**src/adc_ctrl_defines.svh**
```systemverilog
`ifndef ADC_CTRL_DEFINES_SVH
`define ADC_CTRL_DEFINES_SVH

// result width and number of successive-approximation steps
`define ADC_CODE_W 8
`define ADC_STEP_MSB 3'h7
`define ADC_STEP_LSB 3'h0
// first trial code: half of full scale, 256 equal steps
`define ADC_TRIAL_INIT 8'h80
`define ADC_RESULT_RST 8'h00
// hysteresis counter bounds for the clock input stage
`define ADC_HYST_MAX 2'h3
`define ADC_HYST_MIN 2'h0

`endif

```
**src/adc_ctrl_pkg.sv**
```systemverilog
`include "adc_ctrl_defines.svh"

package adc_ctrl_pkg;

  typedef struct packed
  {
    logic cs_n;
    logic rd_n;
    logic wr_n;
  } bus_ctl_t;

  typedef enum logic [1:0]
  {
    ST_IDLE,
    ST_SAMPLE,
    ST_CONVERT
  } conv_state_t;

endpackage : adc_ctrl_pkg

```
**src/osc_schmitt.sv**
```systemverilog
`timescale 1ns/1ps
`include "adc_ctrl_defines.svh"

module osc_schmitt
(
  input wire logic clk,
  input wire logic sys_rst,
  input wire logic osc_input,
  output logic tick,
  output logic osc_resistor_node
);

  logic [1:0] hyst;
  logic level;

  // saturating counter gives hysteresis: a short glitch cannot flip level
  always_ff @(posedge clk or posedge sys_rst)
  begin
    if (sys_rst)
      hyst <= `ADC_HYST_MIN;
    else if (osc_input && hyst != `ADC_HYST_MAX)
      hyst <= hyst + 2'h1;
    else if (!osc_input && hyst != `ADC_HYST_MIN)
      hyst <= hyst - 2'h1;
  end

  always_ff @(posedge clk or posedge sys_rst)
  begin
    if (sys_rst)
      level <= 1'b0;
    else if (hyst == `ADC_HYST_MAX)
      level <= 1'b1;
    else if (hyst == `ADC_HYST_MIN)
      level <= 1'b0;
  end

  // one enable pulse per rising edge of the filtered clock
  always_ff @(posedge clk or posedge sys_rst)
  begin
    if (sys_rst)
      tick <= 1'b0;
    else
      tick <= (hyst == `ADC_HYST_MAX) && !level;
  end

  // inverted level drives the external rc; a host clock simply overrides it
  always_ff @(posedge clk or posedge sys_rst)
  begin
    if (sys_rst)
      osc_resistor_node <= 1'b1;
    else
      osc_resistor_node <= !level;
  end

endmodule : osc_schmitt

```
**src/adc_start_ctrl.sv**
```systemverilog
// Function
// - chip select and write low, then released, abort and restart conversion
// - an aborted conversion leaves the result latch untouched
// - conversion_done_n stays high for an aborted conversion
// - conversion clock from host clock or rc on a hysteresis input
// - span split into 256 equal steps, unsigned 8-bit result
// - straight binary code, all zeros at zero, all ones full scale
`timescale 1ns/1ps
`include "adc_ctrl_defines.svh"

module adc_start_ctrl
(
  input wire logic clk,
  input wire logic sys_rst,
  input wire adc_ctrl_pkg::bus_ctl_t ctl,
  input wire logic osc_input,
  input wire logic comp_hi,
  output logic osc_resistor_node,
  output logic [`ADC_CODE_W-1:0] dac_code,
  output logic [`ADC_CODE_W-1:0] data_out,
  output logic data_oe,
  output logic conversion_done_n
);

  adc_ctrl_pkg::conv_state_t state;
  logic tick;
  logic wr_sel;
  logic rd_sel;
  logic armed;
  logic start;
  logic finish;
  logic [2:0] bit_idx;
  logic [`ADC_CODE_W-1:0] next_code;

  osc_schmitt u_osc
  (
    .clk(clk),
    .sys_rst(sys_rst),
    .osc_input(osc_input),
    .tick(tick),
    .osc_resistor_node(osc_resistor_node)
  );

  assign wr_sel = !ctl.cs_n && !ctl.wr_n;
  assign rd_sel = !ctl.cs_n && !ctl.rd_n;
  // conversion starts on release, so a long strobe only delays it
  assign start = armed && !wr_sel;
  assign finish = (state == adc_ctrl_pkg::ST_CONVERT) && tick &&
                  (bit_idx == `ADC_STEP_LSB) && !start;

  // comparator high means input at or above the trial: keep the bit
  always_comb
  begin
    next_code = dac_code;
    if (!comp_hi)
      next_code[bit_idx] = 1'b0;
  end

  always_ff @(posedge clk or posedge sys_rst)
  begin
    if (sys_rst)
      armed <= 1'b0;
    else
      armed <= wr_sel;
  end

  always_ff @(posedge clk or posedge sys_rst)
  begin
    if (sys_rst)
    begin
      state <= adc_ctrl_pkg::ST_IDLE;
      bit_idx <= `ADC_STEP_MSB;
      dac_code <= `ADC_TRIAL_INIT;
    end
    else if (start)
    begin
      // restart reloads the successive-approximation register with the first trial code
      state <= adc_ctrl_pkg::ST_SAMPLE;
      bit_idx <= `ADC_STEP_MSB;
      dac_code <= `ADC_TRIAL_INIT;
    end
    else
    begin
      case (state)
        adc_ctrl_pkg::ST_IDLE:
          state <= adc_ctrl_pkg::ST_IDLE;
        adc_ctrl_pkg::ST_SAMPLE:
          if (tick)
            state <= adc_ctrl_pkg::ST_CONVERT;
        adc_ctrl_pkg::ST_CONVERT:
          if (tick)
          begin
            dac_code <= next_code;
            if (bit_idx == `ADC_STEP_LSB)
              state <= adc_ctrl_pkg::ST_IDLE;
            else
            begin
              dac_code[bit_idx - 3'h1] <= 1'b1;
              bit_idx <= bit_idx - 3'h1;
            end
          end
        default:
          state <= adc_ctrl_pkg::ST_IDLE;
      endcase
    end
  end

  // latch written only on a finished conversion
  always_ff @(posedge clk or posedge sys_rst)
  begin
    if (sys_rst)
      data_out <= `ADC_RESULT_RST;
    else if (finish)
      data_out <= next_code;
  end

  always_ff @(posedge clk or posedge sys_rst)
  begin
    if (sys_rst)
      data_oe <= 1'b0;
    else
      data_oe <= rd_sel;
  end

  // completion beats a simultaneous strobe so the event is not lost;
  // an abort never reaches finish, so done stays high
  always_ff @(posedge clk or posedge sys_rst)
  begin
    if (sys_rst)
      conversion_done_n <= 1'b1;
    else if (finish)
      conversion_done_n <= 1'b0;
    else if (wr_sel || rd_sel)
      conversion_done_n <= 1'b1;
  end
endmodule : adc_start_ctrl

```
**config.mk**
```make
export PLATFORM = sky130hd
export DESIGN_NAME = adc_start_ctrl
export DESIGN_NICKNAME = d
export VERILOG_FILES = /design/src/adc_ctrl_pkg.sv /design/src/osc_schmitt.sv /design/src/adc_start_ctrl.sv
export VERILOG_INCLUDE_DIRS = /design/src /design/src/src
export SDC_FILE = /design/constraint.sdc
export NUM_CORES = 1
export LEC_CHECK = 0
export BUFFER_PORTS_ARGS = -buffer_cell sky130_fd_sc_hd__buf_2
export CELL_PAD_IN_SITES_DETAIL_PLACEMENT = 0
export CELL_PAD_IN_SITES_GLOBAL_PLACEMENT = 2
export CORE_UTILIZATION = 37
export DETAILED_ROUTE_END_ITERATION = 12
export GPL_ROUTABILITY_DRIVEN = 0
export PLACE_DENSITY_LB_ADDON = 0.1
export SLEW_MARGIN = 20
export SYNTH_ARGS = -nofsm -noshare
export SYNTH_HDL_FRONTEND = slang
export SYNTH_SLANG_ARGS = --single-unit
```
**constraint.sdc**
```tcl
create_clock -name clk -period 6 [get_ports clk]
set_input_delay 0.3 -clock clk [delete_from_list [all_inputs] [get_ports clk]]
set_output_delay 0.3 -clock clk [all_outputs]
set_load 0.01 [all_outputs]
```
### Word level (Yosys, flattened, before mapping)

Index checks and enable logic that the tools add are counted.

| operators by class | value |
|---|---|
| reduce and logical (&&, ||, !) cells | 30 |
| multiplexer cells | 24 |
| shifts and indexed selects | 0 |
| order comparisons | 4 |
| add/sub/neg operators | 3 |
| $mul | 0 |
| equal/unequal tests | 8 |
| bitwise operators | 3 |
| div/mod/pow operators | 0 |

Operators by type and width:

| cell | number |
|---|---|
| two-way mux 8 bit | 5 |
| two-way mux 2 bit | 6 |
| two-way mux 3 bit | 4 |
| nonzero test 2 bit | 6 |
| logical AND 1 bit | 11 |
| != test 3 x 2 -> 1 bit, second input constant | 3 |
| AND 8 bit | 1 |
| less-than comparator 3 x 4 -> 1 bit, second input constant | 2 |
| inverter 8 bit | 1 |
| bitwise OR 8 bit | 1 |
| zero test 1 bit | 7 |
| demux 1 bit (select 3 bit) | 2 |
| greater-or-equal comparator 3 x 1 -> 1 bit, second input constant | 2 |
| two-way mux 1 bit | 6 |
| AND reduction 3 bit | 2 |
| == test 2 bit, second input constant | 2 |
| != test 2 bit, second input constant | 2 |
| case mux 2 bit (2 select lines) | 1 |
| zero test 3 bit | 1 |
| subtractor 3 x 1 -> 3 bit, second input constant | 1 |
| adder 2 x 1 -> 2 bit, second input constant | 1 |
| == test 2 x 1 -> 1 bit, second input constant | 1 |
| zero test 2 bit | 1 |
| AND reduction 2 bit | 1 |
| other kinds (2) | 2 |

| storage, ports and cells | value |
|---|---|
| input bits | 7 |
| register bits after elaboration | 29 |
| logic and storage cells | 83 |
| latch bits | 0 |
| memories | 0 |
| output and inout port bits | 19 |
| memory bits (writable) | 0 |
| ROM bits | 0 |

### Depth between registers and ports, before layout

| logic depth | value |
|---|---|
| word-level depth | 12 |
| mapped depth | 7 |
| gate-level depth less buffers | 5 |

### Modules after synthesis

Synthesis repeated with hierarchy kept, for this count alone.

| unflattened totals | value |
|---|---|
| cell total of the unflattened synthesis | 138 |
| area total of the unflattened synthesis | 1,446.4 um2 |

Modules (own cells, without submodules):

| module | cells each | times used | area each (um2) | seq. area each (um2) |
|---|---|---|---|---|
| adc_start_ctrl | 118 | 1 | 1,224.9 | 606.8 |
| osc_schmitt | 20 | 1 | 221.5 | 126.4 |

### Worst setup path after synthesis

OpenSTA, ideal clock, no wires.

| timing | value |
|---|---|
| path type | reg2reg |
| from | register bit_idx[0] |
| to | register data_out[2] |
| clock period less this slack | 1,891 ps |
| arrival | 1,766 ps |
| path buffers | 1 |
| path slack | 4,109 ps |
| setup time | 125 ps |
| cell stages (with the launch flop) | 7 |
| cells stage by stage | dfstp_2 -> clkbuf_1 -> inv_1 -> ha_1 -> nand2b_4 -> nor3_4 -> mux2_4 |

| on the way | value |
|---|---|
| longest elaborated chain between the ends | 7 |
| elaborated cells between the ends (all ways) | 11 |
| those cells by class | 2 x order compare; 3 x mux; 2 x bitwise; 4 x reduce/logical |

RTL lines:

| element | RTL line | text |
|---|---|---|
| from (decl) | adc_start_ctrl.sv:32 | `logic [2:0] bit_idx;` |
| from (signal assigned) | adc_start_ctrl.sv:72 | `` bit_idx <= `ADC_STEP_MSB; `` |
| from (signal assigned) | adc_start_ctrl.sv:79 | `` bit_idx <= `ADC_STEP_MSB; `` |
| from (signal assigned) | adc_start_ctrl.sv:99 | `bit_idx <= bit_idx - 3'h1;` |
| less-than comparator 3 x 4 -> 1 bit (not written as such) or greater-or-equal comparator 3 x 1 -> 1 bit (tied branches) | adc_start_ctrl.sv:56 | `next_code[bit_idx] = 1'b0;` |
| logical AND 1 bit (not written as such) | adc_start_ctrl.sv:56 |  |
| two-way mux 1 bit (not written as such) | adc_start_ctrl.sv:56 |  |
| demux 1 bit (select 3 bit) | adc_start_ctrl.sv:56 |  |
| inverter 8 bit (no line) | -- |  |
| AND 8 bit (no line) | -- |  |
| two-way mux 8 bit | adc_start_ctrl.sv:55 | `if (!comp_hi)` |
| to (signal assigned) | adc_start_ctrl.sv:112 | `` data_out <= `ADC_RESULT_RST; `` |
| to (signal assigned) | adc_start_ctrl.sv:114 | `data_out <= next_code;` |
| to (decl) | adc_start_ctrl.sv:20 | `` output logic [`ADC_CODE_W-1:0] data_out, `` |

Several ways; a longest one is shown, not always the timed one.
A chain may end at the register's enable or synchronous reset.

### Worst setup path in the final report

| timing | value |
|---|---|
| from | register bit_idx[0] |
| to | register data_out[6] |

Same word-level chain as after synthesis.

==> impl_results.md <==
* Status: complete, no violations
* Final Skew at between 0.0007 and 0.0008 ns
* Clk sinks at 29
* Largest net degree at the start of global routing at 30
* Max-Cap Viols at 0
* Reg2reg end: data_out[6]
* Post-route cell area at 1700 um2
* Crit. path cell count at 5
* Total core area at around 3700 um2
* CP startpoint kind: flop
* GRT Total Usage at 16.4%
* Fillcell total at roughly 360
* Slowest cell on the critical path: nor3_4
* Max IR drop VDD at between 150 and 200 uV
* Fin crit period at about 2.0 ns
* # H-tree levels at 2
* Post-CTS Resized at 0
* Register bit count reported by yosys at 29
* FFs w/ async S/R, synth at 100%
* Crit path largest cell delay at 0.55 ns
* Worst Reg-to-Reg Cells at 5
* Post-Synthesis Cells at about 130
* WP data arrival at approximately 2.1 ns
* CP cell instances: inv_1, ha_1, nand2b_4, nor3_4, mux2_4
* RSZ-0062 raised after global routing: no
* Worst r2r src: bit_idx[0]
* Worst Setup SP: bit_idx[0]
* Post-synth EDFFs at 0
* Clock root buffer: clkbuf_8
* Syn Nets at about 140
* Sequential Power Share at between 40% and 50%
* CP endpoint: data_out[6]
* I/O Buffers at 25
* Power share of the clock group at between 20 and 30%
* Synthesized cell area at 1430 um2
* Buf/Inv on CP at 1
* Ys flop type: dfrtp_1
* Synth cell types at 37
* PD cells at ~360 nW/um2
* Warnings, synthesis at 0
* Setup CP Type: flop to flop
* Worst Hold Class: input pin to async pin
* Leakage power at just over 0.8 nW
* Die Span X at about 64 um
* CTS max path bufs at 2
* Register Area at between 700 and 800 um2
* Placed insts at 200
* GR Overflow Total at 0
* IO Pins at 26
* Crit end category: flop
* Nets at 170
* Area grow syn2layout at 18.9%
* CTS tree: done
* Final worst path period share at between 30% and 40%
* Switch share at between 30% and 40%
* Seq/Total Area, Yosys at approximately 51%
* Achievable Freq at 0.505 GHz
* # setup viols final at 0
* Initial Util at roughly two fifths
* Inserted Diodes at 0
* NetSw at 0.000204 W
* Worst-path clk slew at ~0.060 ns
* CTS Buf Count at 5
* Starting DRT DRC Count at 42
* Placed Area at roughly 1600 um2
* Synth Area per Inst at between 10 and 15 um2
* Setup TNS at 0 ns
* Slew Limit Fails at 0
* Footprint of the multi-input gates at 623 um2
* Internal power at 0.000409 W
* Combinational power share at 25.0%
* Remaining DRCs at 0
* Data required, critical path at about 6 ns
* R2R Setup Slk at around 4 ns
* Global-route wire length before repair at 4.95 mm
* Max_slew headroom at around 51%
* Clock Latency Late Sink at approximately 0.28 ns
* Final hold violation count at 0
* Drt first pass iters at 4
* Vias in the first global route at about 1000
* Hold-fix buffers, CTS at 0
* Routed Antenna Nets at 0
* Row count at 22
* Vias/cell at a little over 5
* Crit path max-delay family: simple AND/OR/NAND/NOR gates
* Post-CTS setup buffers at 0
* DIE AREA at about 4100 um2
* Fin cells at approximately 210
* Layout cells sized above 1 at 30.0%
* Drt total wl at ~2.9 mm
* Vias at 1078
* Wire per inst at between 10 and 15 um
* Worst-Margin Slew at ~0.73 ns
* Peak fanout along the critical path at 12
* Die H at 64.1 um
* Initial antenna violation count at 0
* Hpwl dp at about 2.1 mm
cell type report:
type | instances | share of cell area (%)
clock buffers | 7 | 5.68
clock inverters | 1 | 0.295
inverters | 14 | 3.10
multi-input cells | 84 | 36.8
flip-flops and latches | 29 | 43.2
well taps | 48 | 3.54
repair buffers | 25 | 7.38
cell families (layout without fill, tap and decap cells):
logic type / Yosys count / in the layout / synth area share (%)
mux: 9 / 9 / 7.37
buf+inv: 18 / 47 / 4.91
simple gates: 34 / 34 / 15.1
compound gates: 33 / 33 / 15.3
flops: 29 / 29 / 51.4
xor+xnor: 4 / 4 / 2.46
fa+ha+maj: 4 / 4 / 3.51
routing by layer:
metal	vias to the layer above	part of all wire, %	track usage [%]
li1	529	-	-
met1	510	49	21.9
met2	32	44	24.2
met3	7	4.9	3.39
met4	0	2.5	10.0
met5	-	0	0
layout by cell type (no fill, tap or decap), drive strengths merged, types with 2 or more instances in the layout:
| cell | Yosys | routed |
|---|---|---|
| o311ai | 3 | 3 |
| dfstp | 6 | 6 |
| ha | 4 | 4 |
| mux2i | 6 | 6 |
| o31ai | 2 | 2 |
| nand3 | 4 | 4 |
| buf | 2 | 25 |
| a31oi | 4 | 4 |
| nor3 | 4 | 4 |
| xnor2 | 3 | 3 |
| o2111ai | 3 | 3 |
| o21ai | 13 | 13 |
| nor2b | 2 | 2 |
| a21oi | 3 | 3 |
| nor2 | 5 | 5 |
| nand4 | 4 | 4 |
| dfrtp | 23 | 23 |
| nand2b | 3 | 3 |
| clkbuf | 2 | 7 |
| nand2 | 6 | 6 |
| inv | 14 | 14 |
| mux2 | 3 | 3 |
worst min path at each step:
stage               cells after the start  slack [ns]        start                 endpoint
CTS                                     2        0.17       ctl[1]                  data_oe
detailed placement                      1        0.42  u_osc.level  u_osc.osc_resistor_node
finish                                  2        0.08      sys_rst                  data_oe
global route                            2        0.15      sys_rst                  data_oe
floorplan                               1        0.37      sys_rst                    armed
global placement                        1        0.41  u_osc.level  u_osc.osc_resistor_node
sequential cells by signal (all words and copies together) (netlist names):
signal                   flops
dac_code                     8
data_out                     8
bit_idx                      3
state                        2
u_osc.hyst                   2
armed                        1
conversion_done_n            1
data_oe                      1
u_osc.level                  1
u_osc.osc_resistor_node      1
u_osc.tick                   1
Yosys cell counts, types with 2 or more instances:
master | count | area share [%]
o31ai_1 | 2 | 1.1
dfstp_2 | 6 | 11
dfrtp_1 | 23 | 40
nor3_1 | 3 | 1.1
nand2_1 | 6 | 1.6
mux2i_1 | 6 | 4.2
clkbuf_1 | 2 | 0.53
nand4_1 | 4 | 1.8
o2111ai_1 | 3 | 1.8
nand3_1 | 4 | 1.4
nor2_1 | 5 | 1.3
nand2b_1 | 2 | 0.88
ha_1 | 4 | 3.5
o21ai_0 | 12 | 4.2
nor2b_1 | 2 | 0.88
inv_1 | 14 | 3.7
a31oi_1 | 4 | 1.8
a21oi_1 | 3 | 1.1
buf_2 | 2 | 0.70
o311ai_0 | 3 | 1.8
xnor2_1 | 3 | 1.8
mux2_4 | 3 | 3.2
stage by stage:
stage	total power [W]	hold WS, ns	worst slack [ns]	utilization [%]
final	0.000612	0.0829	4.02	46.0
after detailed placement	0.000442	0.423	4.05	43.2
after global placement	0.000436	0.409	4.08	43.2
after CTS	0.000620	0.166	4.03	46.0
after global routing	0.000659	0.147	3.90	46.0
after floorplan	0.000393	0.372	4.11	-
power groups by stage:
stage	sequential [W]	clock (W)	combinational (W)
after floorplan	0.000280	0	0.000113
after global placement	0.000285	0	0.000151
after detailed placement	0.000289	0	0.000153
after CTS	0.000285	0.000180	0.000155
after global routing	0.000292	0.000190	0.000177
final	0.000285	0.000174	0.000153
(Power assumes the default switching activity.)
